==> src/design/itc_pkg.sv <==
/*
  constants for the reduced 16-bit timer: register indices, field
  positions, reset values and mode codes.
  assumes byte address = 4 * index on a 32-bit wishbone bus.
*/
package itc_pkg;
  // register indices, byte address is four times these
  localparam int ITC_ADR_W = 12;
  localparam int ITC_IDX_W = 10;
  localparam logic [9:0] ITC_IDX_CTRLA = 10'h120;
  localparam logic [9:0] ITC_IDX_CTRLB = 10'h121;
  localparam logic [9:0] ITC_IDX_FORCE = 10'h122;
  localparam logic [9:0] ITC_IDX_CNTL = 10'h124;
  localparam logic [9:0] ITC_IDX_CNTH = 10'h125;
  localparam logic [9:0] ITC_IDX_CAPL = 10'h126;
  localparam logic [9:0] ITC_IDX_CAPH = 10'h127;
  localparam logic [9:0] ITC_IDX_CMPL = 10'h128;
  localparam logic [9:0] ITC_IDX_FLAG = 10'h12e;
  // channel count and bit layout
  localparam int ITC_NCH = 3;
  localparam int ITC_FORCE_MSB = 7;
  localparam int ITC_ACT_MSB = 7;
  localparam int ITC_MODE_LO_W = 2;
  localparam int ITC_MODE_HI_LSB = 3;
  localparam int ITC_CS_W = 3;
  localparam int ITC_FLAG_OVF = 0;
  localparam int ITC_FLAG_CH0 = 1;
  // reset values
  localparam logic [7:0] ITC_RST8 = 8'h00;
  localparam logic [15:0] ITC_RST16 = 16'h0000;
  localparam logic [31:0] ITC_RST32 = 32'h0000_0000;
  // waveform modes and tops
  localparam logic [3:0] ITC_MODE_NORMAL = 4'h0;
  localparam logic [3:0] ITC_MODE_CTC = 4'h4;
  localparam logic [3:0] ITC_MODE_CTC2 = 4'hc;
  localparam logic [3:0] ITC_MODE_P8A = 4'h1;
  localparam logic [3:0] ITC_MODE_P9A = 4'h2;
  localparam logic [3:0] ITC_MODE_P10A = 4'h3;
  localparam logic [3:0] ITC_MODE_P8B = 4'h5;
  localparam logic [3:0] ITC_MODE_P9B = 4'h6;
  localparam logic [3:0] ITC_MODE_P10B = 4'h7;
  localparam logic [3:0] ITC_MODE_CAPA = 4'h8;
  localparam logic [3:0] ITC_MODE_CAPB = 4'ha;
  localparam logic [3:0] ITC_MODE_CAPC = 4'he;
  localparam logic [3:0] ITC_MODE_RSV = 4'hd;
  localparam logic [15:0] ITC_TOP8 = 16'h00ff;
  localparam logic [15:0] ITC_TOP9 = 16'h01ff;
  localparam logic [15:0] ITC_TOP10 = 16'h03ff;
  localparam logic [15:0] ITC_TOP16 = 16'hffff;
  localparam logic [2:0] ITC_CS_STOP = 3'h0;
  localparam logic [1:0] ITC_ACT_NORMAL = 2'h0;
endpackage

==> src/design/itc_match_chan.sv <==
/*
  one compare channel: equality against the counter on a timer tick,
  plus the forced-compare strobe with its sampled action.
  assumes tick, block and force come from logic on the same clock.
*/
`timescale 1ns/1ps
module itc_match_chan
  import itc_pkg::*;
#(
  parameter int W = 16
)
(
  input wire logic clk,
  input wire logic rst,
  input wire logic ce,
  input wire logic tick,
  input wire logic block,
  input wire logic forceReq,
  input wire logic [W-1:0] countVal,
  input wire logic [W-1:0] matchVal,
  input wire logic [1:0] action,
  output logic matchEvt,
  output logic forceEvt,
  output logic [1:0] forceAct
);
  logic hit;
  logic matchEvt_reg;
  logic forceEvt_reg;
  logic [1:0] forceAct_reg;

  // real match only on a tick that is not blocked
  assign hit = tick & ~block & (countVal == matchVal);

  // registered so matchEvt lands one clock after the tick, the flag in itc_timer one clock later
  always_ff @(posedge clk)
  begin
    if (rst)
    begin
      matchEvt_reg <= 1'b0;
      forceEvt_reg <= 1'b0;
      forceAct_reg <= ITC_ACT_NORMAL;
    end
    else if (ce)
    begin
      matchEvt_reg <= hit;
      forceEvt_reg <= forceReq;
      if (forceReq)
      begin
        forceAct_reg <= action;
      end
    end
  end

  assign matchEvt = matchEvt_reg;
  assign forceEvt = forceEvt_reg;
  assign forceAct = forceAct_reg;
endmodule

==> src/design/itc_timer.sv <==
/*
  reduced 16-bit timer with three compare channels and a capture
  register that never loads, reached over a classic wishbone slave.
  assumes timerTick is a one-clock enable from the shared prescaler,
  on clk, and that flagAck pulses come from the interrupt unit.
*/
// Register access over Wishbone is this design's own decision.
`timescale 1ns/1ps
module itc_timer
  import itc_pkg::*;
(
  input wire logic clk,
  input wire logic rst,
  input wire logic ce,
  input wire logic cyc_i,
  input wire logic stb_i,
  input wire logic we_i,
  input wire logic [ITC_ADR_W-1:0] adr_i,
  input wire logic [3:0] sel_i,
  input wire logic [31:0] dat_i,
  output logic [31:0] dat_o,
  output logic ack_o,
  input wire logic timerTick,
  input wire logic [ITC_NCH:0] flagAck,
  output logic [ITC_CS_W-1:0] clkSel,
  output logic [ITC_NCH:0] flags,
  output logic [ITC_NCH-1:0] forcedMatch,
  output logic [2*ITC_NCH-1:0] forcedAction,
  output logic [15:0] countOut
);
  // pwm test, used by the force gate only
  function automatic logic isPwm(input logic [3:0] m);
    isPwm = !(m == ITC_MODE_NORMAL || m == ITC_MODE_CTC
      || m == ITC_MODE_CTC2 || m == ITC_MODE_RSV);
  endfunction

  // top of count for a mode; pwm modes count up only
  function automatic logic [15:0] topOf(
    input logic [3:0] m,
    input logic [15:0] ocrA,
    input logic [15:0] cap
  );
    case (m)
      ITC_MODE_P8A, ITC_MODE_P8B: topOf = ITC_TOP8;
      ITC_MODE_P9A, ITC_MODE_P9B: topOf = ITC_TOP9;
      ITC_MODE_P10A, ITC_MODE_P10B: topOf = ITC_TOP10;
      ITC_MODE_CAPA, ITC_MODE_CAPB, ITC_MODE_CAPC: topOf = cap;
      ITC_MODE_NORMAL, ITC_MODE_RSV: topOf = ITC_TOP16;
      default: topOf = ocrA;
    endcase
  endfunction

  logic [7:0] ctrlA_reg;
  logic [7:0] ctrlB_reg;
  logic [7:0] temp_reg;
  logic [15:0] count_reg;
  logic [15:0] count_next;
  logic blockTick_reg;
  logic [ITC_NCH:0] flag_reg;
  logic [ITC_NCH:0] flag_next;
  logic [31:0] rdat_reg;
  logic ack_reg;
  logic [15:0] match_reg [ITC_NCH];
  logic [15:0] capture;
  logic [3:0] mode;
  logic [15:0] top;
  logic tick;
  logic atTop;
  logic access;
  logic takeWr;
  logic takeRd;
  logic lane0;
  logic [ITC_IDX_W-1:0] idx;
  logic [7:0] wByte;
  logic wrCntH;
  logic wrCntL;
  logic wrAnyH;
  logic wrForce;
  logic wrFlag;
  logic [ITC_NCH-1:0] wrCmpL;
  logic [ITC_NCH-1:0] rdCmpL;
  logic rdCntL;
  logic rdCapL;
  logic [ITC_NCH-1:0] forceReq;
  logic [ITC_NCH-1:0] matchEvt;
  logic [ITC_NCH-1:0] forceEvt;
  logic [2*ITC_NCH-1:0] forceAct;
  logic [15:0] rd16;
  logic rdLow;
  logic mapped;
  logic [7:0] rByte;

  // no capture input: the value is a constant
  assign capture = ITC_RST16;

  // mode and clock select fields
  assign mode = {ctrlB_reg[ITC_MODE_HI_LSB+1:ITC_MODE_HI_LSB],
    ctrlA_reg[ITC_MODE_LO_W-1:0]};
  assign clkSel = ctrlB_reg[ITC_CS_W-1:0];
  assign top = topOf(mode, match_reg[0], capture);
  // stopped clock select freezes the count
  assign tick = timerTick & (clkSel != ITC_CS_STOP);
  assign atTop = (count_reg == top);

  // bus decode; write side effects on the edge that sees ack high, read side effects on the edge before
  assign access = cyc_i & stb_i;
  assign takeWr = access & we_i & ack_reg;
  assign takeRd = access & ~we_i & ~ack_reg;
  assign lane0 = sel_i[0];
  assign idx = adr_i[ITC_ADR_W-1:2];
  assign wByte = dat_i[7:0];
  assign wrCntH = takeWr & lane0 & (idx == ITC_IDX_CNTH);
  assign wrCntL = takeWr & lane0 & (idx == ITC_IDX_CNTL);
  assign wrForce = takeWr & lane0 & (idx == ITC_IDX_FORCE);
  assign wrFlag = takeWr & lane0 & (idx == ITC_IDX_FLAG);
  assign rdCntL = takeRd & (idx == ITC_IDX_CNTL);
  assign rdCapL = takeRd & (idx == ITC_IDX_CAPL);

  // per-channel strobes; high bytes of compare values are odd indices
  genvar g;
  generate
    for (g = 0; g < ITC_NCH; g++)
    begin : gch
      localparam logic [ITC_IDX_W-1:0] LO = ITC_IDX_CMPL + ITC_IDX_W'(2 * g);
      assign wrCmpL[g] = takeWr & lane0 & (idx == LO);
      assign rdCmpL[g] = takeRd & (idx == LO);
      // force honoured only outside pwm modes
      assign forceReq[g] = wrForce & wByte[ITC_FORCE_MSB-g] & ~isPwm(mode);
      itc_match_chan #(
        .W(16)
      ) itc_match_chan_inst (
        .clk(clk),
        .rst(rst),
        .ce(ce),
        .tick(tick),
        .block(blockTick_reg),
        .forceReq(forceReq[g]),
        .countVal(count_reg),
        .matchVal(match_reg[g]),
        .action(ctrlA_reg[ITC_ACT_MSB-2*g -: 2]),
        .matchEvt(matchEvt[g]),
        .forceEvt(forceEvt[g]),
        .forceAct(forceAct[2*g+1:2*g])
      );
    end
  endgenerate

  // any high byte of a 16-bit register lands only in the shared latch
  assign wrAnyH = takeWr & lane0 & idx[0] & (idx >= ITC_IDX_CNTL)
    & (idx < ITC_IDX_FLAG);

  // counter next value: a bus write beats the tick
  always_comb
  begin
    count_next = count_reg;
    if (wrCntL)
    begin
      count_next = {temp_reg, wByte};
    end
    else if (tick)
    begin
      // forced strobes never reach this clear
      count_next = atTop ? ITC_RST16 : count_reg + 16'h0001;
    end
  end

  // flags: hardware set wins over software or vector clear
  always_comb
  begin
    flag_next = flag_reg;
    if (wrFlag)
    begin
      flag_next = flag_next & ~wByte[ITC_NCH:0];
    end
    flag_next = flag_next & ~flagAck;
    // only real matches set the channel flags, never forced ones
    flag_next[ITC_FLAG_CH0 +: ITC_NCH] = flag_next[ITC_FLAG_CH0 +: ITC_NCH]
      | matchEvt;
    if (tick && count_reg == ITC_TOP16)
    begin
      flag_next[ITC_FLAG_OVF] = 1'b1;
    end
  end

  // read mux: a low byte read returns its own byte, high reads the latch
  assign rdLow = ~idx[0];
  always_comb
  begin
    rd16 = ITC_RST16;
    mapped = 1'b1;
    rByte = ITC_RST8;
    case (idx)
      ITC_IDX_CNTL, ITC_IDX_CNTH: rd16 = count_reg;
      ITC_IDX_CAPL, ITC_IDX_CAPH: rd16 = capture;
      ITC_IDX_CMPL, ITC_IDX_CMPL + 10'h001: rd16 = match_reg[0];
      ITC_IDX_CMPL + 10'h002, ITC_IDX_CMPL + 10'h003: rd16 = match_reg[1];
      ITC_IDX_CMPL + 10'h004, ITC_IDX_CMPL + 10'h005: rd16 = match_reg[2];
      ITC_IDX_CTRLA, ITC_IDX_CTRLB, ITC_IDX_FORCE, ITC_IDX_FLAG: rd16 = ITC_RST16;
      default: mapped = 1'b0;
    endcase
    if (idx == ITC_IDX_CTRLA)
    begin
      rByte = ctrlA_reg;
    end
    else if (idx == ITC_IDX_CTRLB)
    begin
      rByte = ctrlB_reg;
    end
    else if (idx == ITC_IDX_FORCE)
    begin
      rByte = ITC_RST8;
    end
    else if (idx == ITC_IDX_FLAG)
    begin
      rByte = {{(7-ITC_NCH){1'b0}}, flag_reg};
    end
    else if (mapped)
    begin
      rByte = rdLow ? rd16[7:0] : temp_reg;
    end
  end

  // wishbone handshake: ack one clock after the request, dropped after
  always_ff @(posedge clk)
  begin
    if (rst)
    begin
      ack_reg <= 1'b0;
      rdat_reg <= ITC_RST32;
    end
    else if (ce)
    begin
      ack_reg <= access & ~ack_reg;
      if (takeRd)
      begin
        rdat_reg <= {24'h000000, rByte};
      end
    end
  end

  // shared latch: filled by high writes and by low reads
  always_ff @(posedge clk)
  begin
    if (rst)
    begin
      temp_reg <= ITC_RST8;
    end
    else if (ce)
    begin
      if (wrAnyH)
      begin
        temp_reg <= wByte;
      end
      else if (rdCntL)
      begin
        temp_reg <= count_reg[15:8];
      end
      else if (rdCapL)
      begin
        temp_reg <= capture[15:8];
      end
      else if (|rdCmpL)
      begin
        temp_reg <= rd16[15:8];
      end
    end
  end

  // control registers; both load the whole written byte, action fields included
  always_ff @(posedge clk)
  begin
    if (rst)
    begin
      ctrlA_reg <= ITC_RST8;
      ctrlB_reg <= ITC_RST8;
    end
    else if (ce)
    begin
      if (takeWr && lane0 && idx == ITC_IDX_CTRLA)
      begin
        ctrlA_reg <= wByte;
      end
      if (takeWr && lane0 && idx == ITC_IDX_CTRLB)
      begin
        ctrlB_reg <= wByte;
      end
    end
  end

  // counter, its tick block, and flags
  always_ff @(posedge clk)
  begin
    if (rst)
    begin
      count_reg <= ITC_RST16;
      blockTick_reg <= 1'b0;
      flag_reg <= '0;
    end
    else if (ce)
    begin
      count_reg <= count_next;
      flag_reg <= flag_next;
      // held until the next tick so a slow prescaler cannot miss it
      if (wrCntL)
      begin
        blockTick_reg <= 1'b1;
      end
      else if (tick)
      begin
        blockTick_reg <= 1'b0;
      end
    end
  end

  // compare values load all 16 bits at the low byte write
  always_ff @(posedge clk)
  begin
    if (rst)
    begin
      for (int i = 0; i < ITC_NCH; i++)
      begin
        match_reg[i] <= ITC_RST16;
      end
    end
    else if (ce)
    begin
      for (int i = 0; i < ITC_NCH; i++)
      begin
        if (wrCmpL[i])
        begin
          match_reg[i] <= {temp_reg, wByte};
        end
      end
    end
  end

  // outputs; forced events and their actions leave on forcedMatch and forcedAction
  assign dat_o = rdat_reg;
  assign ack_o = ack_reg;
  assign flags = flag_reg;
  assign forcedMatch = forceEvt;
  assign forcedAction = forceAct;
  assign countOut = count_reg;
endmodule

==> config.mk <==
export PLATFORM = sky130hd
export DESIGN_NAME = itc_timer
export DESIGN_NICKNAME = d
export VERILOG_FILES = /design/src/design/itc_pkg.sv /design/src/design/itc_match_chan.sv /design/src/design/itc_timer.sv
export SDC_FILE = /design/constraint.sdc
export NUM_CORES = 1
export LEC_CHECK = 0
export BUFFER_PORTS_ARGS = -buffer_cell sky130_fd_sc_hd__buf_2
export CAP_MARGIN = 20
export CORE_MARGIN = 2
export CORE_UTILIZATION = 57
export CTS_CLUSTER_SIZE = 25
export DETAILED_ROUTE_END_ITERATION = 8
export PLACE_DENSITY_LB_ADDON = 0.12
export SYNTH_ARGS = -nofsm -noshare
export SYNTH_HDL_FRONTEND = slang
export SYNTH_HIERARCHICAL = 1
export SYNTH_SLANG_ARGS = --single-unit
==> constraint.sdc <==
create_clock -name clk -period 4.7 [get_ports clk]
set_clock_uncertainty 0.15 [all_clocks]
set_input_delay 1.41 -clock clk [delete_from_list [all_inputs] [get_ports clk]]
set_output_delay 1.41 -clock clk [all_outputs]
set_load 0.01 [all_outputs]
==> metrics.csv, run 1 <==
stage;metric;value;unit
outcome;status;complete, no violations;
finish;fin_util;66.5;%
route;dr.pass1.iters;5;
route;wl_per_cell;22.1;µm
route;antenna_left;0;
floorplan;design.die.area;13200;µm²
grt;gr-usage-all-layers;34.0;%
finish;fin_nets;901;
power_and_ir_drop;ir_worst_vdd;0.319;mV
floorplan;io_pins;124;
grt;antenna_found_initial;0;
synth;synth_flop_cell;dfxtp_1;
finish;layout-drive-gt1-share;19.8;%
finish;n_fill_cell;992;
grt;grt_pass1_wl;33.5;mm
critical_path;r2r_cells;8;
timing;grt_setup_unrepaired;no;
synth;synthArstFlopShare;0;%
timing;worst_pin_slew;823;ps
finish;largest_reg_flops;48;
cts;clk_pin_slew;60;ps
placed_design;io_buffer_count;70;
critical_path;path_cells;buf_2 > or4b_4 > nor4_4 > and3_1 > o21a_1 > nand3b_1 > a211oi_1 > a21oi_1 > a31oi_1;
cts;clk_latency;420;ps
grt;grt_max_degree;40;
cts;post_cts_buffers;0;
timing;fin_crit;3770;ps
grt;grt_pass1_vias;6044;
synth;ys_seq_area_share;39.3;%
route;drc;0;
route;viasPerCell;6.56;
floorplan;fp.dieW;115;µm
critical_path;worst-path-max-fanout;12;
synth;yosysUniqueCellTypes;73;
floorplan;start_util;58.5;%
cts;cts_buffers;17;
power_and_ir_drop;power_leakage;0.00311;µW
synth;ys.warnings.count;6;
timing;slew_viol_final;0;
power_and_ir_drop;power_density;328;nW/µm²
floorplan;placementRows;40;
synth;synth_edf_count;48;
flow_run;drv_cap;0;
grt;grt.overflow.total;0;
synth;synth_area;7030;µm²
worst_hold_path;worstHoldPathType;register to register;
timing;post-route-period-util;80.2;%
critical_path;start_kind;input pin;
timing;slew_headroom;44.8;%
route;vias;6566;
cts;cts_sinks;114;
cts;ctsResizeCount;0;
synth;synth.avg_cell_area;8.94;µm²
worst_hold_path;min_path_cells;2;
timing;tns;0;ps
cts;htree_levels;4;
critical_path;cp-end-kind;register;
finish;diodes;0;
finish;area_growth;13.7;%
cts;cts-root-buf;clkbuf_16;
timing;finalSetupViolCount;0;
route;drt_iter0_markers;843;
timing;hold_viol;0;
floorplan;core_area;12000;µm²
timing;fmax;265;MHz
critical_path;cp_data_arrival_time;3960;ps
cts;cts_tree;yes;
floorplan;die_y;115;µm
cts;cts_buffer_depth;2;
critical_path;critical_path.max_stage_delay;650;ps
synth;syn_inst;786;
placed_design;dp_hpwl;15.5;mm
critical_path;worstSetupPathType;input pin to register;
critical_path;slowest_stage;or4b_4;
critical_path;worstPathRequired;4890;ps
synth;ys_seq_elements;114;
cts;cts_hold_buf;0;
route;routed_wl;22.2;mm
placed_design;place_congestion;0.933;
-- synthesized netlist by cell type, types with 22 or more instances --
master,number,share of area [%]
a21oi_1,48,3.4
mux2_2,22,3.5
dfxtp_1,66,19
xor2_1,40,5.0
buf_4,30,3.2
clkbuf_1,29,1.5
a22oi_1,28,3.0
nand3_1,30,2.1
o21ai_0,28,2.0
nand2_1,65,3.5
edfxtp_1,48,21
nor2_1,71,3.8
-- stage by stage --
step	area, µm²	hold slack, ps	power, µW	setup slack, ps	cells
CTS	7990	312	2630	1010	1001
detailed placement	7370	304	1280	574	969
global route	7990	331	2700	852	1001
finish	7990	310	2620	930	1001
global placement	7370	290	1270	603	969
floorplan	7110	296	1220	464	809
-- cells in the final DEF (no fill, tap or decap), types with 10 or more instances in the layout --
cell and n:
a21oi_1 48, dfxtp_1 66, mux2_2 22, clkbuf_16 18, a211oi_1 14, mux2i_1 17, nand2b_1 11, inv_1 20
conb_1 24, and2_1 18, nand2_1 65, xnor2_1 11, xor2_1 40, a22oi_1 28, nand4_1 15, edfxtp_1 48
nor2_1 71, o21ai_0 28, o211ai_1 12, buf_4 16, nor3_1 20, buf_2 70, nand3_1 30, nor4_1 13
a31oi_1 10
-- final cells by class --
| cell class | instances | area [µm²] | share of cell area [%] |
|---|---|---|---|
| Clock buffer | 18 | 450 | 5.64 |
| Clock inverter | 14 | 173 | 2.16 |
| Inverter | 20 | 75.1 | 0.939 |
| Timing Repair Buffer | 86 | 470 | 5.89 |
| Sequential cell | 114 | 2760 | 34.6 |
| Tap cell | 147 | 184 | 2.30 |
| Multi-Input combinational cell | 602 | 3880 | 48.5 |
-- worst paths after layout --
kind                                                              from                                     end  slack [ps]
worst max-delay path                                          adr_i[9]                             countOut[2]         930
worst max register to register                            ctrlA_reg[1]                            countOut[14]        1160
worst min register to register  gch[2].itc_match_chan_inst/forceAct[0]  gch[2].itc_match_chan_inst/forceAct[0]         310
worst min-delay path            gch[2].itc_match_chan_inst/forceAct[0]  gch[2].itc_match_chan_inst/forceAct[0]         310
-- worst max-delay path: cells and delay by family --
| family | cells | cell delay (ps) |
|---|---|---|
| AO/OA/AOI/OAI | 4 | 910 |
| buffers and inverters | 1 | 100 |
| AND/OR/NAND/NOR | 4 | 1540 |
-- routing by layer --
layer  vias to the layer above  part of all wire, %  track usage (%)
met3                        69                   10             7.96
met5                         -                    0                0
met2                       404                   46             51.6
met1                      3121                   40             45.7
li1                       2972                    -                -
met4                         0                  4.2             16.9
-- kinds of logic (layout without fill, tap and decap cells) --
| logic type | after synthesis | count (layout) | share of synthesized area (%) |
|---|---|---|---|
| flops | 114 | 114 | 39.3 |
| xor+xnor | 51 | 51 | 6.36 |
| mux | 39 | 39 | 5.95 |
| compound gates | 199 | 199 | 19.4 |
| buf+inv | 93 | 138 | 6.87 |
| simple gates | 288 | 288 | 21.8 |
| other cells | 1 | 24 | 0.0534 |
| fa+ha+maj | 1 | 1 | 0.178 |
-- report_power, final --
| group | internal (µW) | switching (µW) |
|---|---|---|
| Combinational | 61.2 | 119 |
| Sequential | 1050 | 33.0 |
| Clock | 870 | 488 |
| Total | 1980 | 639 |
No activity file was read; power rests on OpenSTA's default activity.
==> run 2, diff against run 1 <==
- CORE_UTILIZATION: 57 -> 51
- clock period: 4.7 -> 3.1 ns (I/O delays scaled with it)
==> metrics.csv, run 2 (synthesis gave the netlist of run 1 again) <==
stage;metric;value;unit;change
critical_path;cp-end-kind;register;;unchanged
finish;final_cell_area;8440;µm²;was 7990 µm²
timing;slew_viol_final;0;;unchanged
cts;cts_tree;yes;;unchanged
finish;layout-drive-gt1-share;24.1;%;was 19.8%
placed_design;place_congestion;0.974;;was 0.933
critical_path;reg2reg_from;ctrlA_reg[1];;unchanged
timing;hold_viol;0;;unchanged
flow_run;drv_cap;0;;unchanged
route;viasPerCell;6.29;;was 6.56
timing;grt_setup_unrepaired;no;;unchanged
worst_hold_path;hold_end;gch[1].itc_match_chan_inst/forceAct[0];;was gch[2].itc_match_chan_inst/forceAct[0]
floorplan;die_y;121;µm;was 115 µm
placed_design;dpl-instance-area;7800;µm²;was 7370 µm²
grt;antenna_found_initial;0;;unchanged
grt;grt_pass1_wl;35.7;mm;was 33.5 mm
placed_design;io_buffer_count;70;;unchanged
critical_path;start_kind;input pin;;unchanged
cts;post_cts_buffers;0;;unchanged
worst_hold_path;worstHoldPathType;register to register;;unchanged
route;antenna_left;0;;unchanged
route;vias;6786;;was 6,566
critical_path;path_cells;buf_2 > or4b_4 > buf_4 > or3_1 > nor3_2 > buf_4 > a21oi_1 > a211oi_1;;was buf_2 > or4b_4 > nor4_4 > and3_1 > o21a_1 > nand3b_1 > a211oi_1 > a21oi_1 > a31oi_1
grt;gr-usage-all-layers;32.5;%;was 34.0%
cts;cts_sinks;114;;unchanged
critical_path;reg2reg_slack;190;ps;was 1160 ps
critical_path;slowest_stage;or4b_4;;unchanged
cts;clk_pin_slew;60;ps;about the same
critical_path;cp_data_arrival_time;3110;ps;was 3960 ps
floorplan;placementRows;42;;was 40
worst_hold_path;min_from;gch[1].itc_match_chan_inst/forceAct[0];;was gch[2].itc_match_chan_inst/forceAct[0]
route;routed_wl;23.8;mm;was 22.2 mm
finish;largest_reg_flops;48;;unchanged
finish;fin_nets;949;;was 901
timing;post-route-period-util;95.0;%;
cts;clk_latency;420;ps;about the same
timing;worst_pin_slew;618;ps;was 823 ps
critical_path;reg2reg_to;countOut[14];;unchanged
grt;grt_pass1_vias;6264;;was 6,044
floorplan;io_pins;124;;unchanged
floorplan;start_util;52.6;%;was 58.5%
critical_path;critical_path.max_stage_delay;550;ps;was 650 ps
cts;htree_levels;4;;unchanged
cts;cts_buffer_depth;2;;unchanged
power_and_ir_drop;power_density;479;nW/µm²;was 328 nW/µm²
finish;fin_util;63.3;%;was 66.5%
power_and_ir_drop;ir_worst_vdd;0.460;mV;was 0.319 mV
critical_path;worstSetupPathType;input pin to register;;unchanged
timing;timing.hold.ws;306;ps;was 310 ps
floorplan;fp.dieW;121;µm;was 115 µm
power_and_ir_drop;p_total;4040;µW;was 2620 µW
finish;diodes;0;;unchanged
route;drt_iter0_markers;855;;was 843
grt;grt_max_degree;34;;was 40
floorplan;core_area;13300;µm²;was 12,000 µm²
outcome;status;complete, no violations;;unchanged
route;drc;0;;unchanged
critical_path;cpMostUsedCell;buf_4;;
cts;cts_buffers;17;;unchanged
grt;grt.overflow.total;0;;unchanged
finish;final_cell_mix;nor2_1, buf_2, dfxtp_1;;unchanged
finish;finalNonFillerCells;1078;;was 1,001
cts;ctsResizeCount;0;;unchanged
critical_path;worst-path-max-fanout;16;;was 12
finish;n_fill_cell;1136;;was 992
worst_hold_path;min_path_cells;2;;unchanged
cts;cts-root-buf;clkbuf_16;;unchanged
timing;slew_headroom;58.6;%;was 44.8%
timing;finalSetupViolCount;0;;unchanged
route;dr.pass1.iters;6;;was 5
timing;fmax;339;MHz;
timing;fin_crit;2950;ps;
route;wl_per_cell;22.1;µm;about the same
critical_path;worstPathRequired;3260;ps;was 4890 ps
finish;final_common_cell;nor2_1;;unchanged
power_and_ir_drop;power_leakage;0.00337;µW;was 0.00311 µW
placed_design;place_inst;1046;;was 969
cts;cts_hold_buf;0;;unchanged
critical_path;r2r_cells;8;;unchanged
finish;area_growth;20.2;%;was 13.7%
floorplan;design.die.area;14700;µm²;was 13,200 µm²
placed_design;dp_hpwl;17.0;mm;was 15.5 mm
==> run 2: cell count changes in the layout (fill, tap and decap cells not counted), sizes merged <==
| cell | previous run | this run |
|---|---|---|
| buf | 86 | 134 |
| clkbuf | 18 | 21 |
| bufinv | 3 | 2 |
| clkinvlp | 1 | 0 |
| inv | 26 | 25 |
==> run 2: report_power, final <==
| group | leakage (µW) | switching, µW | internal (µW) |
|---|---|---|---|
| logic | 0.00203 | 206 | 112 |
| clock network | 0.000316 | 763 | 1340 |
| registers | 0.00103 | 32.4 | 1590 |
| total | 0.00337 | 1000 | 3040 |
==> run 2: how the worst max path moves through the flow <==
stage,to,startpoint,cells after the start,slack (ps)
global placement,countOut[9],adr_i[9],8,-180
global route,countOut[11],adr_i[9],9,60
floorplan,match_reg[0][0],adr_i[9],4,-200
finish,temp_reg[3],adr_i[9],8,150
detailed placement,countOut[6],adr_i[9],8,-180
CTS,countOut[14],ctrlA_reg[1],8,210
==> run 2: stage by stage <==
step	TNS, ps	setup WS (ps)
global placement	-2770	-182
detailed placement	-3140	-184
CTS	0	208
finish	0	154
global route	0	57.7
floorplan	-6300	-197
==> run 2: worst max-delay path, delay by kind of cell <==
family	cells	cell delay, ps
AOI/OAI and AO/OA	2	430
buffers and inverters	3	550
and+or+nand+nor	3	1200
==> run 2: layer usage <==
metal	global-route usage (%)	wire length [µm]	part of all wire (%)
met1	43.6	9530	40
met2	51.1	11200	47
met3	6.86	2270	9.6
met4	13.4	768	3.2
met5	0	0	0
==> run 2: cell type report <==
type	count	area [µm²]	share of cell area (%)
Clock buffer	21	503	5.96
Clock inverter	11	136	1.62
Inverter	20	75.1	0.889
Multi-Input combinational cell	602	3880	45.9
Sequential cell	114	2760	32.7
Tap cell	176	220	2.61
Timing Repair Buffer	134	868	10.3
==> run 3, diff against run 2 <==
- CELL_PAD_IN_SITES_DETAIL_PLACEMENT: default -> 0
- CELL_PAD_IN_SITES_GLOBAL_PLACEMENT: default -> 1
- CORE_UTILIZATION: 51 -> 39
==> metrics.csv, run 3 (synthesis gave the netlist of run 1 again) <==
stage;metric;value;unit;change
route;vias;6644;;was 6,786
cts;cts_tree;yes;;unchanged
critical_path;critPathLaunch;ctrlB_reg[3];;was adr_i[9]
route;drt_iter0_markers;548;;was 855
power_and_ir_drop;pwr-share-comb;8.5;%;was 7.9%
route;antenna_left;0;;unchanged
grt;gr-usage-all-layers;25.8;%;was 32.5%
cts;cts-root-buf;clkbuf_16;;unchanged
power_and_ir_drop;p_sw;1000;µW;about the same
cts;htree_levels;4;;unchanged
critical_path;cpMostUsedCell;o21ai_1;;was buf_4
power_and_ir_drop;p_seq_share;42.4;%;was 40.2%
power_and_ir_drop;p_sw_share;26.2;%;was 24.8%
floorplan;fp.dieW;138;µm;was 121 µm
critical_path;crit_family;simple AND/OR/NAND/NOR gates;;unchanged
critical_path;critPathBufInv;0;;was 3
critical_path;worstPathRequired;3230;ps;was 3260 ps
placed_design;dp_hpwl;18.4;mm;was 17.0 mm
route;viasPerCell;5.84;;was 6.29
timing;fin_crit;2950;ps;about the same
placed_design;place_ws;-186;ps;was -184 ps
floorplan;die_y;138;µm;was 121 µm
timing;fin_ws;149;ps;was 154 ps
worst_hold_path;worstHoldPathType;register to register;;unchanged
cts;cts_buffer_depth;2;;unchanged
finish;largest_reg_flops;48;;unchanged
finish;seq_area;2760;µm²;unchanged
critical_path;start_kind;register;;was input pin
critical_path;reg2reg_from;ctrlB_reg[3];;was ctrlA_reg[1]
critical_path;crit_cells;8;;unchanged
grt;grt_pass1_wl;37.8;mm;was 35.7 mm
floorplan;design.die.area;19100;µm²;was 14,700 µm²
power_and_ir_drop;power_leakage;0.00337;µW;about the same
power_and_ir_drop;clockPowerShare;49.1;%;was 52.0%
route;wl_per_cell;21.9;µm;was 22.1 µm
finish;fin_nets;955;;was 949
finish;final_cell_mix;nor2_1, buf_2, dfxtp_1, buf_4, nand2_1;;was nor2_1, buf_2, dfxtp_1
outcome;status;complete, no violations;;unchanged
grt;antenna_found_initial;0;;unchanged
cts;cts_hold_buf;0;;unchanged
floorplan;start_util;39.4;%;was 52.6%
floorplan;io_pins;124;;unchanged
finish;multi_input_area;3880;µm²;about the same
route;dr.pass1.iters;7;;was 6
critical_path;slowest_stage;or4_1;;was or4b_4
grt;grt_pass1_vias;6383;;was 6,264
finish;n_fill_cell;1790;;was 1,136
timing;hold_viol;0;;unchanged
critical_path;cp-end-kind;register;;unchanged
power_and_ir_drop;power_density;450;nW/µm²;was 479 nW/µm²
timing;grt_setup_unrepaired;no;;unchanged
timing;finalSetupViolCount;0;;unchanged
timing;timing.hold.ws;302;ps;was 306 ps
worst_hold_path;min_path_cells;2;;unchanged
placed_design;place_congestion;0.880;;was 0.974
timing;post-route-period-util;95.2;%;was 95.0%
cts;ctsResizeCount;0;;unchanged
placed_design;io_buffer_count;70;;unchanged
critical_path;path_cells;or4_1 > o21ai_1 > a21oi_1 > xnor2_1 > nor4_4 > nand3_2 > o21ai_1 > o22ai_1;;was buf_2 > or4b_4 > buf_4 > or3_1 > nor3_2 > buf_4 > a21oi_1 > a211oi_1
worst_hold_path;min_from;gch[0].itc_match_chan_inst/forceAct[0];;was gch[1].itc_match_chan_inst/forceAct[0]
finish;diodes;0;;unchanged
critical_path;worst-path-max-fanout;9;;was 16
cts;cts_buffers;17;;unchanged
critical_path;worstSetupPathType;register to register;;was input pin to register
critical_path;r2r_cells;8;;unchanged
route;drc;0;;unchanged
critical_path;cp_data_arrival_time;3080;ps;was 3110 ps
grt;grt.overflow.total;0;;unchanged
finish;area_growth;20.9;%;was 20.2%
critical_path;critical_path.max_stage_delay;630;ps;was 550 ps
power_and_ir_drop;p_int;2820;µW;was 3040 µW
finish;layout-drive-gt1-share;24.7;%;was 24.1%
grt;grt_max_degree;41;;was 34
cts;post_cts_buffers;0;;unchanged
floorplan;placementRows;49;;was 42
cts;clk_latency;420;ps;about the same
timing;worst_pin_slew;634;ps;was 618 ps
timing;fmax;339;MHz;about the same
finish;final_common_cell;nor2_1;;unchanged
timing;slew_viol_final;0;;unchanged
cts;cts_sinks;114;;unchanged
timing;slew_headroom;56.6;%;was 58.6%
power_and_ir_drop;ir_worst_vdd;0.379;mV;was 0.460 mV
floorplan;core_area;17800;µm²;was 13,300 µm²
cts;clk_pin_slew;60;ps;about the same
route;routed_wl;24.9;mm;was 23.8 mm
flow_run;drv_cap;0;;unchanged
==> run 3: cell count changes in the layout (fill, tap and decap cells not counted), sizes merged <==
cell      before  now
clkinvlp       0    1
buf          134  140
bufinv         2    1
inv           25   22
clkinv         4   10
clkbuf        21   18
==> run 3: cell type report <==
type	instances	share of cell area, %
multi-input combinational	602	45.7
timing repair buffer	140	10.9
clock buffer	18	5.07
tap	229	3.37
clock inverter	14	1.58
sequential	114	32.5
inverter	20	0.884
==> run 3: power groups by stage <==
stage / combinational [µW] / clock (µW) / sequential [µW]
detailed placement: 322 / 0 / 1650
floorplan: 194 / 0 / 1650
global route: 349 / 1980 / 1620
global placement: 319 / 0 / 1650
CTS: 323 / 1910 / 1620
finish: 325 / 1880 / 1620
==> run 3: final timing paths <==
path | end | slack, ps
max reg2reg | countOut[13] | 150
min reg2reg | gch[0].itc_match_chan_inst/forceAct[0] | 300
min | gch[0].itc_match_chan_inst/forceAct[0] | 300
max | countOut[13] | 150
==> run 3: worst reg2reg max path, cell delays in order, from the launching register on <==
cell and delay, ps:
dfxtp_1 410, or4_1 630, o21ai_1 280, a21oi_1 100, xnor2_1 180, nor4_4 300
nand3_2 130, o21ai_1 440, o22ai_1 190
==> run 3: through the flow <==
step	cell area [µm²]	cells	TNS (ps)	utilization [%]	total power (µW)
final	8490	1137	0	47.6	3820
after global placement	7930	1105	-2320	44.4	1970
after global routing	8490	1137	0	47.6	3960
after floorplan	7120	809	-6300	-	1850
after CTS	8490	1137	0	47.6	3850
after detailed placement	7930	1105	-3530	44.4	1970
==> run 3: metal layers <==
metal | global-route usage (%) | share of wire [%]
met1 | 34.3 | 44
met2 | 41.8 | 48
met3 | 4.68 | 5.1
met4 | 10.5 | 3.2
met5 | 0 | 0
